### config.mk
export PLATFORM = sky130hd
export DESIGN_NAME = pin_task_event_unit
export DESIGN_NICKNAME = d
export VERILOG_FILES = /design/src/pkg/pte_pkg.sv /design/src/design/pin_task_event_unit.sv
export SDC_FILE = /design/constraint.sdc
export NUM_CORES = 1
export LEC_CHECK = 0
export ABC_AREA = 1
export BUFFER_PORTS_ARGS = -buffer_cell sky130_fd_sc_hd__buf_2
export CAP_MARGIN = 5
export CELL_PAD_IN_SITES_DETAIL_PLACEMENT = 1
export CELL_PAD_IN_SITES_GLOBAL_PLACEMENT = 2
export CORE_MARGIN = 2
export CORE_UTILIZATION = 32
export CTS_CLUSTER_DIAMETER = 100
export DETAILED_ROUTE_END_ITERATION = 8
export PLACE_DENSITY = 0.9
export SYNTH_ARGS = -nofsm -noshare
export SYNTH_HDL_FRONTEND = slang
export SYNTH_SLANG_ARGS = --single-unit
### constraint.sdc
create_clock -name clk -period 14.7 [get_ports clk]
set_input_delay 1.47 -clock clk [delete_from_list [all_inputs] [get_ports clk]]
set_output_delay 1.47 -clock clk [all_outputs]
set_load 0.02 [all_outputs]
### src/pkg/pte_pkg.sv
/*
  Package for the pin task and event unit: channel count, pin count,
  mode, polarity and level-watch encodings, reset values, and the packed
  channel configuration carrier.
  Assumes a single 10 MHz system clock domain.
*/
package pte_pkg;
  localparam int NUM_CHANNELS = 8;
  localparam int NUM_PINS = 32;
  localparam int PIN_SEL_W = 5;
  localparam int NUM_IRQ = NUM_CHANNELS + 1;
  localparam int PORT_IRQ_BIT = NUM_CHANNELS;

  localparam logic [1:0] MODE_DISABLED = 2'h0;
  localparam logic [1:0] MODE_EVENT = 2'h1;
  localparam logic [1:0] MODE_TASK = 2'h3;

  localparam logic [1:0] POL_NONE = 2'h0;
  localparam logic [1:0] POL_LO_TO_HI = 2'h1;
  localparam logic [1:0] POL_HI_TO_LO = 2'h2;
  localparam logic [1:0] POL_TOGGLE = 2'h3;

  localparam logic [1:0] WATCH_DISABLED = 2'h0;
  localparam logic [1:0] WATCH_HIGH = 2'h2;
  localparam logic [1:0] WATCH_LOW = 2'h3;

  localparam logic [NUM_IRQ-1:0] IRQ_EN_RESET = 9'h000;
  localparam logic [NUM_CHANNELS-1:0] EVENT_RESET = 8'h00;
  localparam logic [1:0] SYNC_FILL_CYCLES = 2'h3;

  typedef struct packed {
    logic [1:0] mode;
    logic [PIN_SEL_W-1:0] pinSel;
    logic [1:0] polarity;
    logic taskInitialLevel;
  } chan_cfg_t;

  typedef struct packed {
    logic [1:0] levelWatch;
  } pin_cfg_t;
endpackage

### src/design/pin_task_event_unit.sv
/*
  Pin task and event unit: eight channels binding tasks and events to
  pins, pin ownership muxing against the general-purpose port, and the
  multi-pin port event built from per-pin level watching.
  Assumes pins are asynchronous and are synchronised here; task pulses,
  configuration and software strobes are on clk.
*/
// Functional notes
// - Eight channels, each selects one pin.
// - Drive-high, clear and configurable tasks per channel.
// - Drive-high task sets pin high.
// - Clear task sets pin low.
// - Configurable task sets, clears or toggles.
// - Event on rising, falling or any edge.
// - Owned pins ignore general-purpose port output.
// - Disabled channel returns pin to port settings.
// - Priority: configurable, then clear, then high.
// - Polarity none with coincident task: no change.
// - Entering task mode loads initial level.
// - Event mode forces pin to input.
// - Task mode forces pin to output.
// - Port flag sets on combined sense rise.
// - Level watch: 0 off, 2 high, 3 low.
// - Remaining captured sense produces fresh rising edge.
// - Sense already high gives no idle wake.
// - Off request with sense high issues wakeup reset.
// - Port detection needs no clock request.
// - Write-one enable set; zero ignored; readable.
`timescale 1ns/100ps
module pin_task_event_unit #(
  parameter int CHANNELS = pte_pkg::NUM_CHANNELS,
  parameter int PINS = pte_pkg::NUM_PINS
) (
  input wire logic clk,
  input wire logic rst,
  input wire pte_pkg::chan_cfg_t [CHANNELS-1:0] chanCfg,
  input wire pte_pkg::pin_cfg_t [PINS-1:0] pinCfg,
  input wire logic [CHANNELS-1:0] taskDriveHigh,
  input wire logic [CHANNELS-1:0] taskClear,
  input wire logic [CHANNELS-1:0] taskConfigurable,
  input wire logic [PINS-1:0] portOut,
  input wire logic [PINS-1:0] portDir,
  input wire logic [PINS-1:0] pinIn,
  input wire logic latchMode,
  input wire logic [PINS-1:0] latchClear,
  input wire logic [CHANNELS-1:0] eventClear,
  input wire logic portEventClear,
  input wire logic [pte_pkg::NUM_IRQ-1:0] irq_enable_write_one,
  input wire logic [pte_pkg::NUM_IRQ-1:0] irq_disable_write_one,
  input wire logic idleRequest,
  input wire logic offRequest,
  output logic [PINS-1:0] pinOut,
  output logic [PINS-1:0] pinOe,
  output logic [CHANNELS-1:0] pinInputEvent,
  output logic multiPinEventFlag,
  output logic [pte_pkg::NUM_IRQ-1:0] irqEnable,
  output logic irq,
  output logic [PINS-1:0] senseCapture,
  output logic combinedSense,
  output logic idleWake,
  output logic offWakeReset
);
  import pte_pkg::*;

  // ----------------------------------------------------------------
  // Pin synchroniser
  // ----------------------------------------------------------------
  logic [PINS-1:0] pinMeta;
  logic [PINS-1:0] pinSync;
  logic [PINS-1:0] pinPrev;
  logic [1:0] syncFill;
  logic [1:0] next_syncFill;
  logic syncReady;

  // The flops reset to zero whatever the pins show, so edges and levels
  // are ignored until real samples have reached the history flop.
  assign syncReady = (syncFill == SYNC_FILL_CYCLES);

  always_comb begin
    next_syncFill = syncReady ? syncFill : syncFill + 2'h1;
  end

  always_ff @(posedge clk or posedge rst) begin
    if (rst) begin
      pinMeta <= '0;
      pinSync <= '0;
      pinPrev <= '0;
      syncFill <= '0;
    end else begin
      pinMeta <= pinIn;
      pinSync <= pinMeta;
      pinPrev <= pinSync;
      syncFill <= next_syncFill;
    end
  end

  // ----------------------------------------------------------------
  // Channel task state
  // ----------------------------------------------------------------
  logic [CHANNELS-1:0] taskLevel;
  logic [CHANNELS-1:0] next_taskLevel;
  logic [CHANNELS-1:0] wasTask;
  logic [CHANNELS-1:0] next_wasTask;
  logic [CHANNELS-1:0] next_pinInputEvent;

  always_comb begin
    next_taskLevel = taskLevel;
    next_wasTask = '0;
    next_pinInputEvent = pinInputEvent;
    for (int c = 0; c < CHANNELS; c++) begin
      logic cur;
      logic prev;
      cur = pinSync[chanCfg[c].pinSel];
      prev = pinPrev[chanCfg[c].pinSel];
      next_wasTask[c] = (chanCfg[c].mode == MODE_TASK);
      if (chanCfg[c].mode == MODE_TASK) begin
        if (!wasTask[c]) begin
          next_taskLevel[c] = chanCfg[c].taskInitialLevel;
        end else if (taskConfigurable[c]) begin
          case (chanCfg[c].polarity)
            POL_LO_TO_HI: next_taskLevel[c] = 1'b1;
            POL_HI_TO_LO: next_taskLevel[c] = 1'b0;
            POL_TOGGLE: next_taskLevel[c] = ~taskLevel[c];
            default: next_taskLevel[c] = taskLevel[c];
          endcase
        end else if (taskClear[c]) begin
          next_taskLevel[c] = 1'b0;
        end else if (taskDriveHigh[c]) begin
          next_taskLevel[c] = 1'b1;
        end
      end
      // The set wins over a software clear arriving in the same cycle.
      if (eventClear[c]) begin
        next_pinInputEvent[c] = 1'b0;
      end
      if (chanCfg[c].mode == MODE_EVENT && wasTask[c] == 1'b0 && syncReady) begin
        case (chanCfg[c].polarity)
          POL_LO_TO_HI: if (cur && !prev) next_pinInputEvent[c] = 1'b1;
          POL_HI_TO_LO: if (!cur && prev) next_pinInputEvent[c] = 1'b1;
          POL_TOGGLE: if (cur != prev) next_pinInputEvent[c] = 1'b1;
          default: ;
        endcase
      end
    end
  end

  always_ff @(posedge clk or posedge rst) begin
    if (rst) begin
      taskLevel <= '0;
      wasTask <= '0;
      pinInputEvent <= EVENT_RESET;
    end else begin
      taskLevel <= next_taskLevel;
      wasTask <= next_wasTask;
      pinInputEvent <= next_pinInputEvent;
    end
  end

  // ----------------------------------------------------------------
  // Pin ownership mux
  // ----------------------------------------------------------------
  // Software must keep pin selects unique; with duplicates the highest
  // channel wins here, which is merely one arbitrary outcome.
  logic [PINS-1:0] next_pinOut;
  logic [PINS-1:0] next_pinOe;

  always_comb begin
    next_pinOut = portOut;
    next_pinOe = portDir;
    for (int c = 0; c < CHANNELS; c++) begin
      if (chanCfg[c].mode == MODE_TASK) begin
        next_pinOe[chanCfg[c].pinSel] = 1'b1;
        next_pinOut[chanCfg[c].pinSel] = wasTask[c] ? next_taskLevel[c]
                                                    : chanCfg[c].taskInitialLevel;
      end else if (chanCfg[c].mode == MODE_EVENT) begin
        next_pinOe[chanCfg[c].pinSel] = 1'b0;
        next_pinOut[chanCfg[c].pinSel] = 1'b0;
      end
    end
  end

  always_ff @(posedge clk or posedge rst) begin
    if (rst) begin
      pinOut <= '0;
      pinOe <= '0;
    end else begin
      pinOut <= next_pinOut;
      pinOe <= next_pinOe;
    end
  end

  // ----------------------------------------------------------------
  // Level watch and combined sense
  // ----------------------------------------------------------------
  // Detection is pure logic on the already running system clock, so it
  // never asks for any extra clock to stay armed.
  logic [PINS-1:0] senseHit;
  logic [PINS-1:0] next_senseCapture;
  logic next_combinedSense;

  always_comb begin
    for (int p = 0; p < PINS; p++) begin
      case (pinCfg[p].levelWatch)
        WATCH_HIGH: senseHit[p] = pinSync[p];
        WATCH_LOW: senseHit[p] = ~pinSync[p];
        default: senseHit[p] = 1'b0;
      endcase
      if (!syncReady) begin
        senseHit[p] = 1'b0;
      end
    end
    next_senseCapture = (senseCapture & ~latchClear) | senseHit;
    // A partial clear drops the combined sense for one cycle when bits
    // remain, so a fresh rising edge follows.
    if (latchMode) begin
      next_combinedSense = (|latchClear) ? 1'b0 : (|next_senseCapture);
    end else begin
      next_combinedSense = |senseHit;
    end
  end

  always_ff @(posedge clk or posedge rst) begin
    if (rst) begin
      senseCapture <= '0;
      combinedSense <= 1'b0;
    end else begin
      senseCapture <= next_senseCapture;
      combinedSense <= next_combinedSense;
    end
  end

  // ----------------------------------------------------------------
  // Port event, enables, interrupt and wake
  // ----------------------------------------------------------------
  logic senseRise;
  logic next_multiPinEventFlag;
  logic [NUM_IRQ-1:0] next_irqEnable;
  logic next_irq;
  logic next_idleWake;
  logic next_offWakeReset;
  logic senseAtIdle;
  logic next_senseAtIdle;

  assign senseRise = next_combinedSense & ~combinedSense;

  always_comb begin
    next_multiPinEventFlag = multiPinEventFlag & ~portEventClear;
    if (senseRise) begin
      next_multiPinEventFlag = 1'b1;
    end
    next_irqEnable = (irqEnable | irq_enable_write_one) & ~irq_disable_write_one;
    next_irq = |({next_multiPinEventFlag, next_pinInputEvent} & next_irqEnable);
    next_senseAtIdle = idleRequest ? (senseAtIdle | (combinedSense & ~idleWake)) : 1'b0;
    next_idleWake = idleRequest & senseRise & ~senseAtIdle;
    next_offWakeReset = offRequest & combinedSense;
  end

  always_ff @(posedge clk or posedge rst) begin
    if (rst) begin
      multiPinEventFlag <= 1'b0;
      irqEnable <= IRQ_EN_RESET;
      irq <= 1'b0;
      senseAtIdle <= 1'b0;
      idleWake <= 1'b0;
      offWakeReset <= 1'b0;
    end else begin
      multiPinEventFlag <= next_multiPinEventFlag;
      irqEnable <= next_irqEnable;
      irq <= next_irq;
      senseAtIdle <= next_senseAtIdle;
      idleWake <= next_idleWake;
      offWakeReset <= next_offWakeReset;
    end
  end
endmodule

==> metrics.txt <==
sequential area share after synthesis=roughly 28%; DRC viols=0; Synth Area in Simple Gates=30.86%; met2 wire len=54780 µm; total power=2.116 mW; critical path peak fanout=13; Compound-Gate Fraction of Synth Area=about 27%; synth warn=0; worst hold slack=0.3457 ns; clk root buf=clkbuf_16; die width=259.2 µm; Hold Crit Depth=0; post-route ant nets=0; Clock Pin Slew Worst Setup and Hold Paths=0.06 ns; worst-case clock buffer depth=3; critical path arrival=5.27 ns; DP Area=23550 µm²; logic gate share of total power=28.2%; row count=between 90 and 100; Final Max Tran Viols=0; FFs w/ async S/R, synth=100.0%; Setup Buffers After CTS=0; FF-to-FF setup slack=10.76 ns; FMAX=208.4 MHz; Tot GR Track Use=33.43%; fin crit share=32.64%; post-DP HPWL=89040 µm; max_slew headroom=14.99%; CP Capture Type=register; die area=67190 µm²; die height=between 200 and 300 µm; Hold WC Path Type=reg -> reg; via/cell ratio=between 5 and 6; Critical R2R Capture=irq$_DFF_PP0_; post-route minimum period=between 4 and 5 ns; grt ovf=0; share of layout cells above drive strength 1=16.30%; Final #Nets=4034; Vias=about 27k; Top Metal Used=met5; setup TNS=0 ns; cts hold-fix bufs=0; Leak=12.15 nW; largest family of logic cells by synthesized area=simple AND/OR/NAND/NOR gates; Sw Share=about 36%; final core utilization=roughly two fifths; Synth Instances=3354; Total Wirelength=114600 µm; CTS sink cnt=~230; initial antenna violation count=14; mux contribution to synthesized area=0%; # IOs=446; Setup CP Type=in -> reg; cells on worst reg2reg path=15; Worst Setup EP=irq$_DFF_PP0_; Synth Net Count=3699; Fin. Hold Viols=0; top_reg_cell synth=dfrtp_1; XOR/XNOR Fraction of Synth Area=0.04202%; CP Launch Type=input pin; Post-Synth Adder-Cell Area=about 1.0%; Clk network pwr share=37.0%; Cell Area, Synth=20840 µm²; unrepaired setup endpoints after global routing=false; PwrDens=around 86 nW/µm²; Int Pwr=1.345 mW; drt initial violations=roughly 2.5k; CTS tree=built; filler instances=8575; Synth Area per Inst=6.214 µm²; starting density of the core=32.33%; clock latency on the worst-skew pair=just under 0.6 ns; total of max-cap violations=0; Final Non-Filler Cells=4573; post_cts resized=0; status=complete, no violations; CTS H-tree lvls=1; Worst Skew=~0.025 ns; placed cells=4512; drt pass-1 iters=5; setup violation total in the final timing report=0; vias in the first global route=around 27k; worst reg2reg startpoint=pinSync[15]$_DFF_PP0_; # port buffers=between 400 and 500; Core Area=64460 µm²; largest net degree at the start of global routing=97; worst endpoint required time=15.17 ns; Sw Pwr=0.7712 mW; Layout area overhead=18.10%; pre-CTS setup slack=9.421 ns; CTS Buf Count=30; Synth Register Bits=about 230; DR WL/cell=between 20 and 30 µm; Slew @ Worst Pin=1.270 ns; WL met1=roughly 43000 µm; Peak VDD IR=~0.08 mV; design area=24610 µm²; crit path launch=chanCfg[73]; synth unique cells=53; Post-synth EDFFs=0; first-pass GRT wire length=168300 µm; met3 wire length=8630 µm; Final GP Congestion=1.013; worst setup margin=9.902 ns; Reg power frac=34.7%
==> routing by layer <==
metal | vias to the layer above | GRT usage (%)
li1 | 12010 | -
met1 | 12920 | 39.30
met2 | 1239 | 57.14
met3 | 371 | 5.907
met4 | 6 | 19.51
met5 | - | 0
==> sequential cells by signal, indices dropped and copies added (netlist names), 2 cells and up <==
name           cells
irqEnable          9
pinInputEvent      8
pinMeta           32
pinOe             32
pinOut            32
pinPrev           32
pinSync           32
senseCapture      32
syncFill           2
taskLevel          8
wasTask            8
==> final cells by class <==
cell class	count	area [µm²]	area share (%)
Antenna cell	7	17.52	0.07117
Multi-Input combinational cell	2450	12340	50.15
Tap cell	855	1070	4.346
Inverter	509	1926	7.823
Timing Repair Buffer	465	2377	9.658
Clock buffer	40	859.6	3.492
Sequential cell	233	5831	23.69
Clock inverter	14	190.2	0.7727
==> cell families (layout without fill, tap and decap cells) <==
family / count (synthesis) / in the layout
adder cells (fa/ha/maj): 17 / 17
XOR/XNOR: 1 / 1
flip-flops: 233 / 233
buffers and inverters: 671 / 1028
AO/OA/AOI/OAI: 897 / 897
AND/OR/NAND/NOR: 1535 / 1535
other: 0 / 7
==> critical path, cell delays in order <==
cell and delay (ns):
buf_2 0.11, inv_1 0.06, nor2_1 0.76, inv_1 0.52, o22ai_1 0.27, o21ai_0 0.12
nand2_1 0.10, nor4_1 0.06, ha_1 0.19, o2111ai_1 0.20, o22ai_1 0.12, nand2_1 0.29
nand4_1 0.13, nand3b_1 0.43, a221oi_1 0.33, nand2_1 0.10
==> worst min path at each step <==
| stage | start | endpoint | slack, ns |
|---|---|---|---|
| finish | pinMeta[7]$_DFF_PP0_ | pinSync[7]$_DFF_PP0_ | 0.35 |
| global route | pinMeta[23]$_DFF_PP0_ | pinSync[23]$_DFF_PP0_ | 0.35 |
| CTS | pinMeta[7]$_DFF_PP0_ | pinSync[7]$_DFF_PP0_ | 0.35 |
| detailed placement | pinMeta[10]$_DFF_PP0_ | pinSync[10]$_DFF_PP0_ | 0.34 |
| global placement | pinMeta[1]$_DFF_PP0_ | pinSync[1]$_DFF_PP0_ | 0.33 |
| floorplan | pinMeta[0]$_DFF_PP0_ | pinSync[0]$_DFF_PP0_ | 0.33 |
==> cell usage in the layout, fill, tap and decap left out, types with 4 or more instances in the layout <==
| cell | netlist | routed |
|---|---|---|
| o21bai_1 | 5 | 5 |
| a21oi_1 | 281 | 281 |
| ha_1 | 17 | 17 |
| nand4_1 | 20 | 20 |
| clkinv_2 | 0 | 5 |
| nand3b_1 | 6 | 6 |
| bufinv_16 | 0 | 4 |
| nor3_1 | 55 | 55 |
| buf_2 | 24 | 445 |
| o22ai_1 | 99 | 99 |
| nor2_1 | 389 | 389 |
| nor2_2 | 13 | 13 |
| nor3_2 | 10 | 10 |
| dfrtp_1 | 233 | 233 |
| o21ai_1 | 15 | 15 |
| buf_4 | 13 | 20 |
| clkbuf_1 | 91 | 4 |
| clkbuf_16 | 0 | 31 |
| nand2_2 | 7 | 7 |
| o221ai_1 | 91 | 91 |
| a22oi_1 | 108 | 108 |
| a22o_1 | 40 | 40 |
| clkbuf_8 | 0 | 5 |
| diode_2 | 0 | 7 |
| a31oi_1 | 17 | 17 |
| o21ai_0 | 150 | 150 |
| nand2_1 | 792 | 792 |
| o211ai_1 | 60 | 60 |
| nand3_1 | 202 | 201 |
| a31o_2 | 6 | 6 |
| inv_1 | 468 | 467 |
| inv_2 | 32 | 32 |
| o2111ai_1 | 6 | 6 |
| nor4_1 | 28 | 28 |
| clkinv_1 | 7 | 7 |
==> power by group through the flow <==
stage / combinational [mW] / sequential [mW] / clock (mW)
2_1_floorplan: 0.299 / 0.768 / 0
3_3_place_gp: 0.580 / 0.744 / 0
3_5_place_dp: 0.586 / 0.745 / 0
4_1_cts: 0.588 / 0.735 / 0.802
5_1_grt: 0.643 / 0.740 / 0.823
6_report: 0.597 / 0.735 / 0.784
==> cells in the mapped netlist (2+ instances only) <==
cell type  number  area [µm²]
inv_2          32       120.1
a31o_2          6       52.55
nand2_1       792        2973
a22o_1         40       350.3
buf_1          25       93.84
o221ai_1       91       797.0
buf_6           9       101.4
o22ai_1        99       619.3
o21ai_1        15       75.07
a221oi_1        2       17.52
nor3_2         10       100.1
a22oi_1       108       810.8
o211ai_1       60       450.4
nand3_2         2       20.02
a21oi_1       281        1406
nor4_1         28       175.2
or2_2           3       18.77
o21ai_0       150       750.7
clkbuf_1       91       341.6
nand4_1        20       125.1
nor2_1        389        1460
nor2_2         13       81.33
a31oi_1        17       106.4
nor2_4          2       22.52
nand2_4         3       33.78
clkinv_1        7       26.28
nor4_2          2       25.02
dfrtp_1       233        5831
o311ai_0        3       26.28
nand3_1       202        1011
buf_4          13       97.59
ha_1           17       212.7
nand3b_1        6       45.04
o211ai_2        3       37.54
o311ai_1        2       17.52
inv_1         468        1757
o31ai_1         2       15.01
buf_2          24       120.1
o2111ai_1       6       52.55
nor3_1         55       275.3
nand2_2         7       43.79
o21bai_1        5       37.54
(Power assumes the default switching activity.)
